### config.mk
export PLATFORM = sky130hd
export DESIGN_NAME = usfc_core
export DESIGN_NICKNAME = d
export VERILOG_FILES = /design/src/logic/usfc_pkg.sv /design/src/logic/usfc_tick_if.sv /design/src/logic/usfc_baud_gen.sv /design/src/logic/usfc_tx.sv /design/src/logic/usfc_core.sv
export VERILOG_INCLUDE_DIRS = /design/src /design/src/logic
export SDC_FILE = /design/constraint.sdc
export NUM_CORES = 1
export LEC_CHECK = 0
export BUFFER_PORTS_ARGS = -buffer_cell sky130_fd_sc_hd__buf_2
export CAP_MARGIN = 0
export CORE_ASPECT_RATIO = 1.4
export CORE_UTILIZATION = 45
export CTS_CLUSTER_DIAMETER = 30
export DETAILED_ROUTE_END_ITERATION = 6
export MAX_ROUTING_LAYER = met4
export PLACE_DENSITY = 0.67
export SLEW_MARGIN = 20
export SYNTH_ARGS = -nofsm -noshare
export SYNTH_HDL_FRONTEND = slang
export SYNTH_SLANG_ARGS = --single-unit
### constraint.sdc
create_clock -name clk -period 4.06 [get_ports clk]
set_clock_uncertainty 0.15 [all_clocks]
set_input_delay 0.203 -clock clk [delete_from_list [all_inputs] [get_ports clk]]
set_output_delay 0.203 -clock clk [all_outputs]
set_load 0.01 [all_outputs]
### src/logic/usfc_params.svh
/*
 Constants of the serial transceiver core: register offsets, field
 positions, reset values and counts.
 Assumes the includer decodes the low eight address bits only.
*/
`ifndef USFC_PARAMS_SVH
`define USFC_PARAMS_SVH
// ==========================================
// register byte offsets
`define USFC_OFS_DATA   8'h00
`define USFC_OFS_CSRA   8'h04
`define USFC_OFS_CSRB   8'h08
`define USFC_OFS_CSRC   8'h0C
`define USFC_OFS_BDLO   8'h10
`define USFC_OFS_BDHI   8'h14
// ==========================================
// control_status_a bits
`define USFC_A_U2X      0
`define USFC_A_RXC      1
`define USFC_A_UDRE     2
`define USFC_A_TXC      3
`define USFC_A_FE       4
`define USFC_A_DOR      5
`define USFC_A_PE       6
// ==========================================
// control_status_b bits
`define USFC_B_RXEN     0
`define USFC_B_TXEN     1
`define USFC_B_TX9      2
`define USFC_B_XCKDIR   3
`define USFC_B_TXCIE    4
`define USFC_B_UDRIE    5
`define USFC_B_RXCIE    6
// ==========================================
// control_status_c fields (lsb positions)
`define USFC_C_CSZ      0
`define USFC_C_PM       3
`define USFC_C_SBS      5
`define USFC_C_UMSEL    6
`define USFC_C_UCPOL    7
`define USFC_RST_C      8'h06
// ==========================================
// frame and timing counts
`define USFC_CSZ_NINE   3'h7
`define USFC_BITS_NINE  4'h9
`define USFC_BITS_EIGHT 4'h8
`define USFC_MIN_BITS   4'h5
`define USFC_FRAME_BASE 4'h2
`define USFC_OS_NORM    4'hF
`define USFC_OS_DBL     4'h7
`define USFC_MID_NORM   4'h7
`define USFC_MID_DBL    4'h3
`define USFC_CNT_ZERO   12'h000
`define USFC_FIFO_DEPTH 2'h2
`define USFC_RESP_OKAY  2'h0
`define USFC_RESP_SLVERR 2'h2
`endif

### src/logic/usfc_pkg.sv
/*
 Types of the serial transceiver core.
 Assumes nothing of its surroundings.
*/
package usfc_pkg;
	typedef enum logic [4:0] {
		RX_IDLE  = 5'h01,
		RX_START = 5'h02,
		RX_DATA  = 5'h04,
		RX_PAR   = 5'h08,
		RX_STOP  = 5'h10
	} usfc_rx_state_t;
endpackage

### src/logic/usfc_tick_if.sv
/*
 Bit timing enables from the clock generator to its users.
 Assumes one clock; every signal is a one-cycle pulse.
*/
`timescale 1ns/100ps
`default_nettype none
interface usfc_tick_if;
	logic txBitEn;
	logic rxTick;
	logic syncChange;
	logic syncSample;
	modport gen  (output txBitEn, rxTick, syncChange, syncSample);
	modport sink (input  txBitEn, rxTick, syncChange, syncSample);
endinterface
`default_nettype wire

### src/logic/usfc_baud_gen.sv
/*
 Baud down-counter, transmit divider and transfer clock logic.
 Assumes the pin input xckIn is asynchronous to clk.
*/
`timescale 1ns/100ps
`default_nettype none
`include "usfc_params.svh"
module usfc_baud_gen (
	input  wire logic        clk,
	input  wire logic        rstn,
	input  wire logic [11:0] baudDiv,
	input  wire logic        reload,
	input  wire logic        syncMode,
	input  wire logic        slaveMode,
	input  wire logic        dblSpeed,
	input  wire logic        polarity,
	input  wire logic        runClk,
	input  wire logic        xckIn,
	output logic             xckOut,
	usfc_tick_if.gen         tk
);
	logic [11:0] cnt_r;
	logic [3:0]  div_r;
	logic        xs1_r;
	logic        xs2_r;
	logic        xsPrev_r;

	wire       baudTick = (cnt_r == `USFC_CNT_ZERO);
	wire [3:0] divMax   = dblSpeed ? `USFC_OS_DBL : `USFC_OS_NORM;
	wire       master   = syncMode && !slaveMode;
	wire       toggle   = baudTick && master &&
	                      (runClk || (xckOut != polarity));
	wire       rise     = xs2_r && !xsPrev_r;
	wire       fall     = !xs2_r && xsPrev_r;

	assign tk.rxTick     = baudTick && !syncMode;
	assign tk.txBitEn    = tk.rxTick && (div_r == divMax);
	assign tk.syncChange = master ? (toggle && (xckOut == polarity)) :
	                       (syncMode && (polarity ? fall : rise));
	assign tk.syncSample = master ? (toggle && (xckOut != polarity)) :
	                       (syncMode && (polarity ? rise : fall));

	always_ff @(posedge clk) begin
		if (!rstn)
			cnt_r <= `USFC_CNT_ZERO;
		else if (reload || baudTick)
			cnt_r <= baudDiv;
		else
			cnt_r <= cnt_r - 12'h001;
	end

	always_ff @(posedge clk) begin
		if (!rstn)
			div_r <= 4'h0;
		else if (tk.rxTick)
			div_r <= (div_r == divMax) ? 4'h0 : div_r + 4'h1;
	end

	// master clock halves the tick rate, rests at the polarity level
	always_ff @(posedge clk) begin
		if (!rstn)
			xckOut <= 1'b0;
		else if (!master)
			xckOut <= polarity;
		else if (toggle)
			xckOut <= !xckOut;
	end

	always_ff @(posedge clk) begin
		if (!rstn) begin
			xs1_r    <= 1'b0;
			xs2_r    <= 1'b0;
			xsPrev_r <= 1'b0;
		end else begin
			xs1_r    <= xckIn;
			xs2_r    <= xs1_r;
			xsPrev_r <= xs2_r;
		end
	end
endmodule
`default_nettype wire

### src/logic/usfc_tx.sv
/*
 Transmit shift register with frame builder and parity generator.
 Assumes the load buffer holds its data until loadTake.
*/
`timescale 1ns/100ps
`default_nettype none
`include "usfc_params.svh"
module usfc_tx (
	input  wire logic       clk,
	input  wire logic       rstn,
	usfc_tick_if.sink       tk,
	input  wire logic       syncMode,
	input  wire logic [3:0] nBits,
	input  wire logic       parEn,
	input  wire logic       parOdd,
	input  wire logic       twoStop,
	input  wire logic       loadValid,
	input  wire logic [8:0] loadData,
	output logic            loadTake,
	output logic            serialOut,
	output logic            busy,
	output logic            doneP
);
	logic [12:0] sh_r;
	logic [12:0] frame;
	logic [3:0]  rem_r;

	wire [11:0] dpad     = {3'h7, loadData};
	wire [8:0]  mask     = 9'h1FF >> (`USFC_BITS_NINE - nBits);
	wire        parBit   = (^(loadData & mask)) ^ parOdd;
	wire [3:0]  frameLen = `USFC_FRAME_BASE + nBits + {3'h0, parEn} +
	                       {3'h0, twoStop};
	wire        bitEn    = syncMode ? tk.syncChange : tk.txBitEn;

	assign frame[0] = 1'b0;
	genvar i;
	for (i = 0; i < 12; i++) begin : g_frame
		assign frame[i+1] = (4'(i) < nBits) ? dpad[i] :
		                    (((4'(i) == nBits) && parEn) ? parBit : 1'b1);
	end

	assign busy     = (rem_r != 4'h0);
	assign loadTake = bitEn && (rem_r <= 4'h1) && loadValid;

	always_ff @(posedge clk) begin
		if (!rstn) begin
			sh_r      <= 13'h1FFF;
			rem_r     <= 4'h0;
			serialOut <= 1'b1;
			doneP     <= 1'b0;
		end else begin
			doneP <= 1'b0;
			if (bitEn) begin
				if (rem_r > 4'h1) begin
					sh_r      <= {1'b1, sh_r[12:1]};
					serialOut <= sh_r[1];
					rem_r     <= rem_r - 4'h1;
				end else if (loadValid) begin
					sh_r      <= frame;
					serialOut <= frame[0];
					rem_r     <= frameLen;
				end else begin
					serialOut <= 1'b1;
					rem_r     <= 4'h0;
					doneP     <= (rem_r == 4'h1);
				end
			end
		end
	end
endmodule
`default_nettype wire

### src/logic/usfc_core.sv
/*
 Serial transceiver core: AXI4-Lite registers, transmit buffer,
 receiver with two-entry buffer, interrupt requests.
 Assumes serialIn and xckIn are asynchronous pins; one clock clk.
*/
// Added by the designer: the register addresses and register access over AXI4-Lite.
`timescale 1ns/100ps
`default_nettype none
`include "usfc_params.svh"
// Contract
// - baud counter reloads at zero or low write
// - twelve-bit divisor from high and low registers
// - one baud tick per counter zero
// - transmit bit clock divides by 16, 8, 2
// - receiver uses 16, 8 or 2 states
// - normal async rate is ticks over sixteen
// - double speed halves divisor, async only
// - double speed receiver takes eight samples
// - sync mode: master drives, slave takes clock
// - slave clock synchronised then edge detected
// - sample on edge opposite data change
// - polarity picks change and sample edges
// - thirty frame formats supported
// - start, data lsb first, parity, stops
// - start low, stops high, idle high
// - next frame follows without gap
// - one frame setting for both directions
// - only first stop bit checked
// - framing, overrun and parity errors reported
// - one transmit buffer, two-level receive buffer
// - three separate interrupt requests
// - parity is xor, inverted when odd
// - char size seven means nine bits
module usfc_core (
	input  wire logic        clk,
	input  wire logic        rstn,
	input  wire logic [31:0] s_axi_awaddr,
	input  wire logic        s_axi_awvalid,
	output logic             s_axi_awready,
	input  wire logic [31:0] s_axi_wdata,
	input  wire logic [3:0]  s_axi_wstrb,
	input  wire logic        s_axi_wvalid,
	output logic             s_axi_wready,
	output logic [1:0]       s_axi_bresp,
	output logic             s_axi_bvalid,
	input  wire logic        s_axi_bready,
	input  wire logic [31:0] s_axi_araddr,
	input  wire logic        s_axi_arvalid,
	output logic             s_axi_arready,
	output logic [31:0]      s_axi_rdata,
	output logic [1:0]       s_axi_rresp,
	output logic             s_axi_rvalid,
	input  wire logic        s_axi_rready,
	input  wire logic        serialIn,
	output logic             serialOut,
	input  wire logic        xckIn,
	output logic             xckOut,
	output logic             xckOe,
	output logic             irqTxComplete,
	output logic             irqTxEmpty,
	output logic             irqRxComplete
);
	// ==========================================
	// register bus state
	logic        awReady_r;
	logic        wReady_r;
	logic        bValid_r;
	logic [1:0]  bResp_r;
	logic        arReady_r;
	logic        rValid_r;
	logic [1:0]  rResp_r;
	logic [31:0] rData_r;
	logic        awHeld_r;
	logic        wHeld_r;
	logic [7:0]  awAddr_r;
	logic [7:0]  wData_r;
	logic        wStrb0_r;

	// ==========================================
	// configuration and status state
	logic        dbl_r;
	logic [6:0]  csrB_r;
	logic [7:0]  csrC_r;
	logic [7:0]  baudLo_r;
	logic [3:0]  baudHi_r;
	logic        txc_r;
	logic        dor_r;
	logic        txBufValid_r;
	logic [8:0]  txBufData_r;
	logic        irqTxc_r;
	logic        irqUdre_r;
	logic        irqRxc_r;
	logic        xckOe_r;

	// ==========================================
	// receiver state
	usfc_pkg::usfc_rx_state_t rxState_r;
	logic [3:0]  phase_r;
	logic [3:0]  bitIdx_r;
	logic [8:0]  rxShift_r;
	logic        rxPar_r;
	logic        rxs1_r;
	logic        rxs2_r;
	logic [10:0] rxMem_r [0:1];
	logic        wrPtr_r;
	logic        rdPtr_r;
	logic [1:0]  rxCount_r;

	logic        txTake;
	logic        txBusy;
	logic        txDone;
	usfc_tick_if tick ();

	assign s_axi_awready = awReady_r;
	assign s_axi_wready  = wReady_r;
	assign s_axi_bvalid  = bValid_r;
	assign s_axi_bresp   = bResp_r;
	assign s_axi_arready = arReady_r;
	assign s_axi_rvalid  = rValid_r;
	assign s_axi_rresp   = rResp_r;
	assign s_axi_rdata   = rData_r;
	assign irqTxComplete = irqTxc_r;
	assign irqTxEmpty    = irqUdre_r;
	assign irqRxComplete = irqRxc_r;
	assign xckOe         = xckOe_r;

	// ==========================================
	// field decode, shared by both directions
	wire       syncMode   = csrC_r[`USFC_C_UMSEL];
	wire       slaveMode  = !csrB_r[`USFC_B_XCKDIR];
	wire       polarity   = csrC_r[`USFC_C_UCPOL];
	wire [2:0] charSize   = csrC_r[`USFC_C_CSZ +: 3];
	wire [1:0] parityMode = csrC_r[`USFC_C_PM +: 2];
	wire       parEn      = parityMode[1];
	wire       parOdd     = parityMode[0];
	wire       twoStop    = csrC_r[`USFC_C_SBS];
	wire       rxEn       = csrB_r[`USFC_B_RXEN];
	wire       txEn       = csrB_r[`USFC_B_TXEN];
	wire [3:0] nBits      = (charSize == `USFC_CSZ_NINE) ? `USFC_BITS_NINE :
	                        (charSize[2] ? `USFC_BITS_EIGHT :
	                        `USFC_MIN_BITS + {2'h0, charSize[1:0]});
	wire [8:0] dataMask   = 9'h1FF >> (`USFC_BITS_NINE - nBits);
	wire       dblEff     = dbl_r && !syncMode;
	wire [11:0] baudDiv   = {baudHi_r, baudLo_r};
	wire [3:0] osMax      = dblEff ? `USFC_OS_DBL : `USFC_OS_NORM;
	wire [3:0] midIdx     = dblEff ? `USFC_MID_DBL : `USFC_MID_NORM;

	// ==========================================
	// write decode
	wire doWrite  = awHeld_r && wHeld_r && !bValid_r;
	wire wrEn     = doWrite && wStrb0_r;
	wire wrData   = wrEn && (awAddr_r == `USFC_OFS_DATA);
	wire wrA      = wrEn && (awAddr_r == `USFC_OFS_CSRA);
	wire wrB      = wrEn && (awAddr_r == `USFC_OFS_CSRB);
	wire wrC      = wrEn && (awAddr_r == `USFC_OFS_CSRC);
	wire wrLo     = wrEn && (awAddr_r == `USFC_OFS_BDLO);
	wire wrHi     = wrEn && (awAddr_r == `USFC_OFS_BDHI);
	wire wrMapped = (awAddr_r == `USFC_OFS_DATA) ||
	                (awAddr_r == `USFC_OFS_CSRA) ||
	                (awAddr_r == `USFC_OFS_CSRB) ||
	                (awAddr_r == `USFC_OFS_CSRC) ||
	                (awAddr_r == `USFC_OFS_BDLO) ||
	                (awAddr_r == `USFC_OFS_BDHI);

	// ==========================================
	// read decode
	wire [7:0]  arAddr   = s_axi_araddr[7:0];
	wire        rdTake   = s_axi_arvalid && arReady_r;
	wire [10:0] rxHead   = rxMem_r[rdPtr_r];
	wire        rxAvail  = (rxCount_r != 2'h0);
	wire        rdPop    = rdTake && (arAddr == `USFC_OFS_DATA) && rxAvail;
	wire [7:0]  csrAView = {1'b0, rxAvail && rxHead[10], dor_r,
	                        rxAvail && rxHead[9], txc_r, !txBufValid_r,
	                        rxAvail, dbl_r};
	wire        rdMapped = (arAddr == `USFC_OFS_DATA) ||
	                       (arAddr == `USFC_OFS_CSRA) ||
	                       (arAddr == `USFC_OFS_CSRB) ||
	                       (arAddr == `USFC_OFS_CSRC) ||
	                       (arAddr == `USFC_OFS_BDLO) ||
	                       (arAddr == `USFC_OFS_BDHI);
	wire [31:0] rdMux    =
		(arAddr == `USFC_OFS_DATA) ?
			{23'h000000, rxAvail ? rxHead[8:0] : 9'h000} :
		(arAddr == `USFC_OFS_CSRA) ? {24'h000000, csrAView} :
		(arAddr == `USFC_OFS_CSRB) ? {25'h0000000, csrB_r} :
		(arAddr == `USFC_OFS_CSRC) ? {24'h000000, csrC_r} :
		(arAddr == `USFC_OFS_BDLO) ? {24'h000000, baudLo_r} :
		(arAddr == `USFC_OFS_BDHI) ? {28'h0000000, baudHi_r} :
		32'h00000000;

	// ==========================================
	// write channels: address and data in either order
	always_ff @(posedge clk) begin
		if (!rstn) begin
			awReady_r <= 1'b1;
			wReady_r  <= 1'b1;
			awHeld_r  <= 1'b0;
			wHeld_r   <= 1'b0;
			awAddr_r  <= 8'h00;
			wData_r   <= 8'h00;
			wStrb0_r  <= 1'b0;
			bValid_r  <= 1'b0;
			bResp_r   <= `USFC_RESP_OKAY;
		end else begin
			if (s_axi_awvalid && awReady_r) begin
				awHeld_r  <= 1'b1;
				awReady_r <= 1'b0;
				awAddr_r  <= s_axi_awaddr[7:0];
			end
			if (s_axi_wvalid && wReady_r) begin
				wHeld_r  <= 1'b1;
				wReady_r <= 1'b0;
				wData_r  <= s_axi_wdata[7:0];
				wStrb0_r <= s_axi_wstrb[0];
			end
			if (doWrite) begin
				awHeld_r <= 1'b0;
				wHeld_r  <= 1'b0;
				bValid_r <= 1'b1;
				bResp_r  <= wrMapped ? `USFC_RESP_OKAY : `USFC_RESP_SLVERR;
			end
			if (bValid_r && s_axi_bready) begin
				bValid_r  <= 1'b0;
				awReady_r <= 1'b1;
				wReady_r  <= 1'b1;
			end
		end
	end

	// ==========================================
	// read channel
	always_ff @(posedge clk) begin
		if (!rstn) begin
			arReady_r <= 1'b1;
			rValid_r  <= 1'b0;
			rResp_r   <= `USFC_RESP_OKAY;
			rData_r   <= 32'h00000000;
		end else if (rdTake) begin
			arReady_r <= 1'b0;
			rValid_r  <= 1'b1;
			rData_r   <= rdMux;
			rResp_r   <= rdMapped ? `USFC_RESP_OKAY : `USFC_RESP_SLVERR;
		end else if (rValid_r && s_axi_rready) begin
			rValid_r  <= 1'b0;
			arReady_r <= 1'b1;
		end
	end

	// ==========================================
	// configuration registers
	always_ff @(posedge clk) begin
		if (!rstn) begin
			dbl_r    <= 1'b0;
			csrB_r   <= 7'h00;
			csrC_r   <= `USFC_RST_C;
			baudLo_r <= 8'h00;
			baudHi_r <= 4'h0;
		end else begin
			if (wrA)
				dbl_r <= wData_r[`USFC_A_U2X];
			if (wrB)
				csrB_r <= wData_r[6:0];
			if (wrC)
				csrC_r <= wData_r;
			if (wrLo)
				baudLo_r <= wData_r;
			if (wrHi)
				baudHi_r <= wData_r[3:0];
		end
	end

	// ==========================================
	// transmit buffer and completion flag
	always_ff @(posedge clk) begin
		if (!rstn) begin
			txBufValid_r <= 1'b0;
			txBufData_r  <= 9'h000;
		end else if (wrData && !txBufValid_r) begin
			txBufValid_r <= 1'b1;
			txBufData_r  <= {csrB_r[`USFC_B_TX9], wData_r};
		end else if (txTake) begin
			txBufValid_r <= 1'b0;
		end
	end

	always_ff @(posedge clk) begin
		if (!rstn)
			txc_r <= 1'b0;
		else if (txDone)
			txc_r <= 1'b1;
		else if (wrA && wData_r[`USFC_A_TXC])
			txc_r <= 1'b0;
	end

	// ==========================================
	// clock generator and transmitter
	usfc_baud_gen u_gen (
		.clk       (clk),
		.rstn      (rstn),
		.baudDiv   (baudDiv),
		.reload    (wrLo),
		.syncMode  (syncMode),
		.slaveMode (slaveMode),
		.dblSpeed  (dblEff),
		.polarity  (polarity),
		.runClk    (txBusy || (txBufValid_r && txEn)),
		.xckIn     (xckIn),
		.xckOut    (xckOut),
		.tk        (tick)
	);

	usfc_tx u_tx (
		.clk       (clk),
		.rstn      (rstn),
		.tk        (tick),
		.syncMode  (syncMode),
		.nBits     (nBits),
		.parEn     (parEn),
		.parOdd    (parOdd),
		.twoStop   (twoStop),
		.loadValid (txBufValid_r && txEn),
		.loadData  (txBufData_r),
		.loadTake  (txTake),
		.serialOut (serialOut),
		.busy      (txBusy),
		.doneP     (txDone)
	);

	// ==========================================
	// receiver
	wire rxLine    = rxs2_r;
	wire startSeen = syncMode ? (tick.syncSample && !rxLine) :
	                 (tick.rxTick && !rxLine);
	wire sampleNow = syncMode ? tick.syncSample :
	                 (tick.rxTick && (phase_r == midIdx));
	wire frameDone = rxEn && (rxState_r == usfc_pkg::RX_STOP) && sampleNow;
	wire rxFe      = !rxLine;
	wire rxPe      = parEn &&
	                 (((^(rxShift_r & dataMask)) ^ parOdd) != rxPar_r);
	wire fifoFull  = (rxCount_r == `USFC_FIFO_DEPTH);
	wire rxPush    = frameDone && !fifoFull;

	always_ff @(posedge clk) begin
		if (!rstn) begin
			rxs1_r <= 1'b1;
			rxs2_r <= 1'b1;
		end else begin
			rxs1_r <= serialIn;
			rxs2_r <= rxs1_r;
		end
	end

	always_ff @(posedge clk) begin
		if (!rstn) begin
			rxState_r <= usfc_pkg::RX_IDLE;
			phase_r   <= 4'h0;
			bitIdx_r  <= 4'h0;
			rxShift_r <= 9'h000;
			rxPar_r   <= 1'b0;
		end else if (!rxEn) begin
			rxState_r <= usfc_pkg::RX_IDLE;
		end else begin
			if (tick.rxTick)
				phase_r <= (phase_r == osMax) ? 4'h0 : phase_r + 4'h1;
			unique case (rxState_r)
			usfc_pkg::RX_IDLE: if (startSeen) begin
				rxShift_r <= 9'h000;
				bitIdx_r  <= 4'h0;
				phase_r   <= 4'h1;
				rxState_r <= syncMode ? usfc_pkg::RX_DATA : usfc_pkg::RX_START;
			end
			usfc_pkg::RX_START: if (sampleNow) begin
				// false start returns to idle
				rxState_r <= rxLine ? usfc_pkg::RX_IDLE : usfc_pkg::RX_DATA;
			end
			usfc_pkg::RX_DATA: if (sampleNow) begin
				rxShift_r[bitIdx_r] <= rxLine;
				bitIdx_r <= bitIdx_r + 4'h1;
				if (bitIdx_r == nBits - 4'h1)
					rxState_r <= parEn ? usfc_pkg::RX_PAR : usfc_pkg::RX_STOP;
			end
			usfc_pkg::RX_PAR: if (sampleNow) begin
				rxPar_r   <= rxLine;
				rxState_r <= usfc_pkg::RX_STOP;
			end
			usfc_pkg::RX_STOP: if (sampleNow) begin
				rxState_r <= usfc_pkg::RX_IDLE;
			end
			endcase
		end
	end

	// ==========================================
	// two-entry receive buffer
	always_ff @(posedge clk) begin
		if (rxPush)
			rxMem_r[wrPtr_r] <= {rxPe, rxFe, rxShift_r};
	end

	always_ff @(posedge clk) begin
		if (!rstn) begin
			wrPtr_r   <= 1'b0;
			rdPtr_r   <= 1'b0;
			rxCount_r <= 2'h0;
		end else begin
			if (rxPush)
				wrPtr_r <= !wrPtr_r;
			if (rdPop)
				rdPtr_r <= !rdPtr_r;
			rxCount_r <= rxCount_r + {1'b0, rxPush} - {1'b0, rdPop};
		end
	end

	always_ff @(posedge clk) begin
		if (!rstn)
			dor_r <= 1'b0;
		else if (frameDone && fifoFull)
			dor_r <= 1'b1;
		else if (rdPop)
			dor_r <= 1'b0;
	end

	// ==========================================
	// interrupt requests and pin direction
	always_ff @(posedge clk) begin
		if (!rstn) begin
			irqTxc_r  <= 1'b0;
			irqUdre_r <= 1'b0;
			irqRxc_r  <= 1'b0;
			xckOe_r   <= 1'b0;
		end else begin
			irqTxc_r  <= txc_r && csrB_r[`USFC_B_TXCIE];
			irqUdre_r <= !txBufValid_r && csrB_r[`USFC_B_UDRIE];
			irqRxc_r  <= rxAvail && csrB_r[`USFC_B_RXCIE];
			xckOe_r   <= syncMode && !slaveMode;
		end
	end
endmodule
`default_nettype wire

==> flow_metrics.env <==
export IMPL_grt_busiest_layer="met2"
export IMPL_synth_seq_cells=169
export IMPL_synth_edf_count=22
export IMPL_synthFlopType="dfxtp_1"
export IMPL_drive_gt1_share_pct=11.0
export IMPL_finalPower_mw=3.86
export IMPL_start_util_pct=46.2
export IMPL_cap_violations=0
export IMPL_finalHoldViolCount=0
export IMPL_detail_route_iter0_violations=434
export IMPL_use_met3_pct=4.40
export IMPL_ant_nets=0
export IMPL_core_um2=18600
export IMPL_post_cts_buffers=0
export IMPL_grt_remaining_overflow=0
export IMPL_syn_cell_area_um2=8590
export IMPL_cts_sinks=169
export IMPL_n_antenna_cell=0
export IMPL_die_width_um=119
export IMPL_die_h_um=165
export IMPL_antenna_found_initial=0
export IMPL_arrival_ps=3780
export IMPL_p_int_mw=2.80
export IMPL_p_clk_share_pct=38.4
export IMPL_clk_path_buf_depth=2
export IMPL_clkLatencyLatePin_ps=430
export IMPL_synth_top_area_share_pct=34.3
export IMPL_seq_area_um2=3600
export IMPL_grt_use_met2_pct=39.5
export IMPL_grt_max_degree=73
export IMPL_fmax_mhz=273
export IMPL_area_growth_pct=13.7
export IMPL_ios=156
export IMPL_power_leakage_nw=4.04
export IMPL_critPathTopFamily="compound AO/OA/AOI/OAI gates"
export IMPL_grt_use_met1_pct=24.4
export IMPL_critPathMaxFanout=8
export IMPL_fill_cells=1717
export IMPL_synthArstFlopShare_pct=0
export IMPL_drc=0
export IMPL_htree_levels=4
export IMPL_drv_slew=0
export IMPL_synth_distinct_cells=74
export IMPL_power_density_nw_per_um2=396
export IMPL_swShare_pct=27.4
export IMPL_yosysWarnings=0
export IMPL_path_cells="ha_1 > and2b_2 > inv_1 > ha_1 > nand3_1 > o21ai_0 > mux2i_1 > o22ai_1 > xnor2_2 > a2111oi_1 > o311ai_1"
export IMPL_ctsResizeCount=0
export IMPL_cts_tree="done"
export IMPL_grt_util_all_layers_pct=22.3
export IMPL_post_drt_wl_per_cell_um=16.1
export IMPL_critPathCaptureType="flop"
export IMPL_criticalPathCategory="reg2reg"
export IMPL_synth_top_area_cell="dfxtp_1"
export IMPL_cpMostUsedCell="ha_1"
export IMPL_row_count=59
export IMPL_post_dp_cell_area_um2=8920
export IMPL_p_sw_mw=1.06
export IMPL_rsz0062_at_grt="false"
export IMPL_drt_total_wl_mm=20.7
export IMPL_gp_congestion=0.909
export IMPL_die_area_um2=19600
export IMPL_rr_startpoint="csrC_r[1]"
export IMPL_slowest_delay_ps=490
export IMPL_seq_area_frac_synth_pct=42.0
export IMPL_critPathLaunch="csrC_r[1]"
export IMPL_startpoint_type="flop"
export IMPL_vias_per_cell=5.42
export IMPL_crit_buf_inv=1
export IMPL_fin_nets=1161
export IMPL_fin_crit_ps=3660
export IMPL_cts_hold_buf=31
export IMPL_fin_setup_tns_ps=0
export IMPL_syn_area_per_cell_um2=8.89
export IMPL_finalSetupViolCount=0
export IMPL_grt_pass1_vias=6535
export IMPL_clk_pin_slew_ps=70
export IMPL_worstMarginPinSlew_ps=802
export IMPL_ir_worst_vdd_uv=278
export IMPL_p_seq_share_pct=47.6
export IMPL_via_count=6951
export IMPL_cp_slowest_cell="dfxtp_1"
export IMPL_io_buffers=55
export IMPL_hp_class="in2reg"
export IMPL_synth_cells=966
export IMPL_min_delay_start="s_axi_arvalid"
export IMPL_postLayoutCoreUtil_pct=52.5
export IMPL_post_route_period_util_pct=90.1
export IMPL_outcome="completed"
export IMPL_ys_top_cells_by_area="dfxtp_1, edfxtp_1, mux2i_1"
export IMPL_power_frac_comb_pct=14.0
export IMPL_maxSlewHeadroom_pct=46.1
export IMPL_dp_hpwl_mm=14.5
export IMPL_grt_pass1_wl_mm=33.1
export IMPL_numCtsBuffers=17
export IMPL_stdcell_area_um2=9760
export IMPL_multi_input_area_um2=4560
export IMPL_dr_pass1_iters=5
export IMPL_worstPathRequired_ps=4180
export IMPL_cts_root_buf="clkbuf_16"
through the flow:
step	instances	hold WS (ps)	setup slack [ps]
3_5_place_dp	1220	241	442
3_3_place_gp	1220	242	510
6_report	1282	95.8	400
2_1_floorplan	990	153	886
4_1_cts	1282	76.3	437
5_1_grt	1282	95.9	144
worst register-to-register path: cells and delay by family, from the launching register on:
family,cells,cell delay [ps]
muxes,1,260
and+or+nand+nor,2,390
buffers and inverters,1,260
adders and majority gates,2,650
DFF,1,490
xor gates and xnor gates,1,250
AOI/OAI and AO/OA,4,1040
logic make-up (layout without fill, tap and decap cells):
kind of cell / count (synthesis) / in the layout / synth area share (%)
AOI/OAI and AO/OA: 194 / 194 / 14.9
muxes: 64 / 64 / 7.55
adders and majority gates: 26 / 26 / 3.88
buffers and inverters: 106 / 154 / 6.02
other: 1 / 25 / 0.0437
DFF: 169 / 169 / 42.0
and+or+nand+nor: 366 / 366 / 21.0
xor gates and xnor gates: 40 / 40 / 4.61
worst paths after layout:
kind                                     end  slack [ps]  depth (start not counted)
worst max-delay path            u_tx.sh_r[7]         400                         11
worst min-delay path            s_axi_rvalid         100                          3
worst max register to register  u_tx.sh_r[7]         400                         11
worst min register to register        rxLine         260                          1
power by group through the flow:
stage,clock (mW),combinational [mW],sequential (mW)
after floorplan,0,0.424,1.86
after global placement,0,0.502,1.87
after detailed placement,0,0.509,1.88
after CTS,1.51,0.537,1.84
after global routing,1.58,0.604,1.85
final,1.48,0.541,1.84
Yosys cell counts (3+ instances only):
cell      instances
a211oi_1          7
a21boi_0         24
a21oi_1          40
a22oi_1           6
a31oi_1           8
and2_1            9
and3_1            7
buf_2             4
buf_4            26
clkbuf_1         45
dfxtp_1         147
edfxtp_1         22
ha_1             25
inv_1            26
mux2i_1          61
nand2_1         109
nand2b_1         14
nand3_1          39
nand3b_1         12
nand4_1           7
nand4b_1          3
nor2_1           82
nor2b_1          36
nor3_1           15
nor4_1            5
o211a_1          10
o211ai_1          3
o21a_1            5
o21ai_0          48
o221ai_1          8
o22ai_1          10
o311ai_0          6
or2_2             3
or3_1             8
xnor2_1          27
xor2_1           10
layer usage:
layer / up-vias / share of wire, %
met3: 46 / 3.8
met5: - / 0
met4: 0 / 3.3
met2: 189 / 51
li1: 3442 / -
met1: 3274 / 42
cell usage in the layout, fill, tap and decap left out, drive strengths merged, types with 12 or more instances in the layout:
cell type    count
nand3b          12
nor3            15
nor2            82
nand3           40
conb            25
a21boi          24
edfxtp          22
ha              25
buf             65
xnor2           30
dlygate4sd3     31
mux2i           61
a21oi           40
nor2b           36
nand2b          14
inv             31
o21ai           48
nand2          109
clkbuf          18
dfxtp          147
cell type report:
type | instances | area share (%)
tap | 244 | 3.13
timing repair buffer | 96 | 6.77
clock inverter | 13 | 0.962
inverter | 27 | 1.04
clock buffer | 18 | 4.50
multi-input combinational | 715 | 46.7
sequential | 169 | 36.9
state kept, by name (all words and copies together), names as in the netlist, 7 cells and up, named ones only:
signal       cells
csrB_r           7
baudLo_r         8
csrC_r           8
txBufData_r      9
rxMem_r         22
s_axi_rdata      9
u_gen.cnt_r     12
rxShift_r        9
u_tx.sh_r       12
awAddr_r         8
wData_r          8
Note: power is estimated with default switching activity, not from simulation.
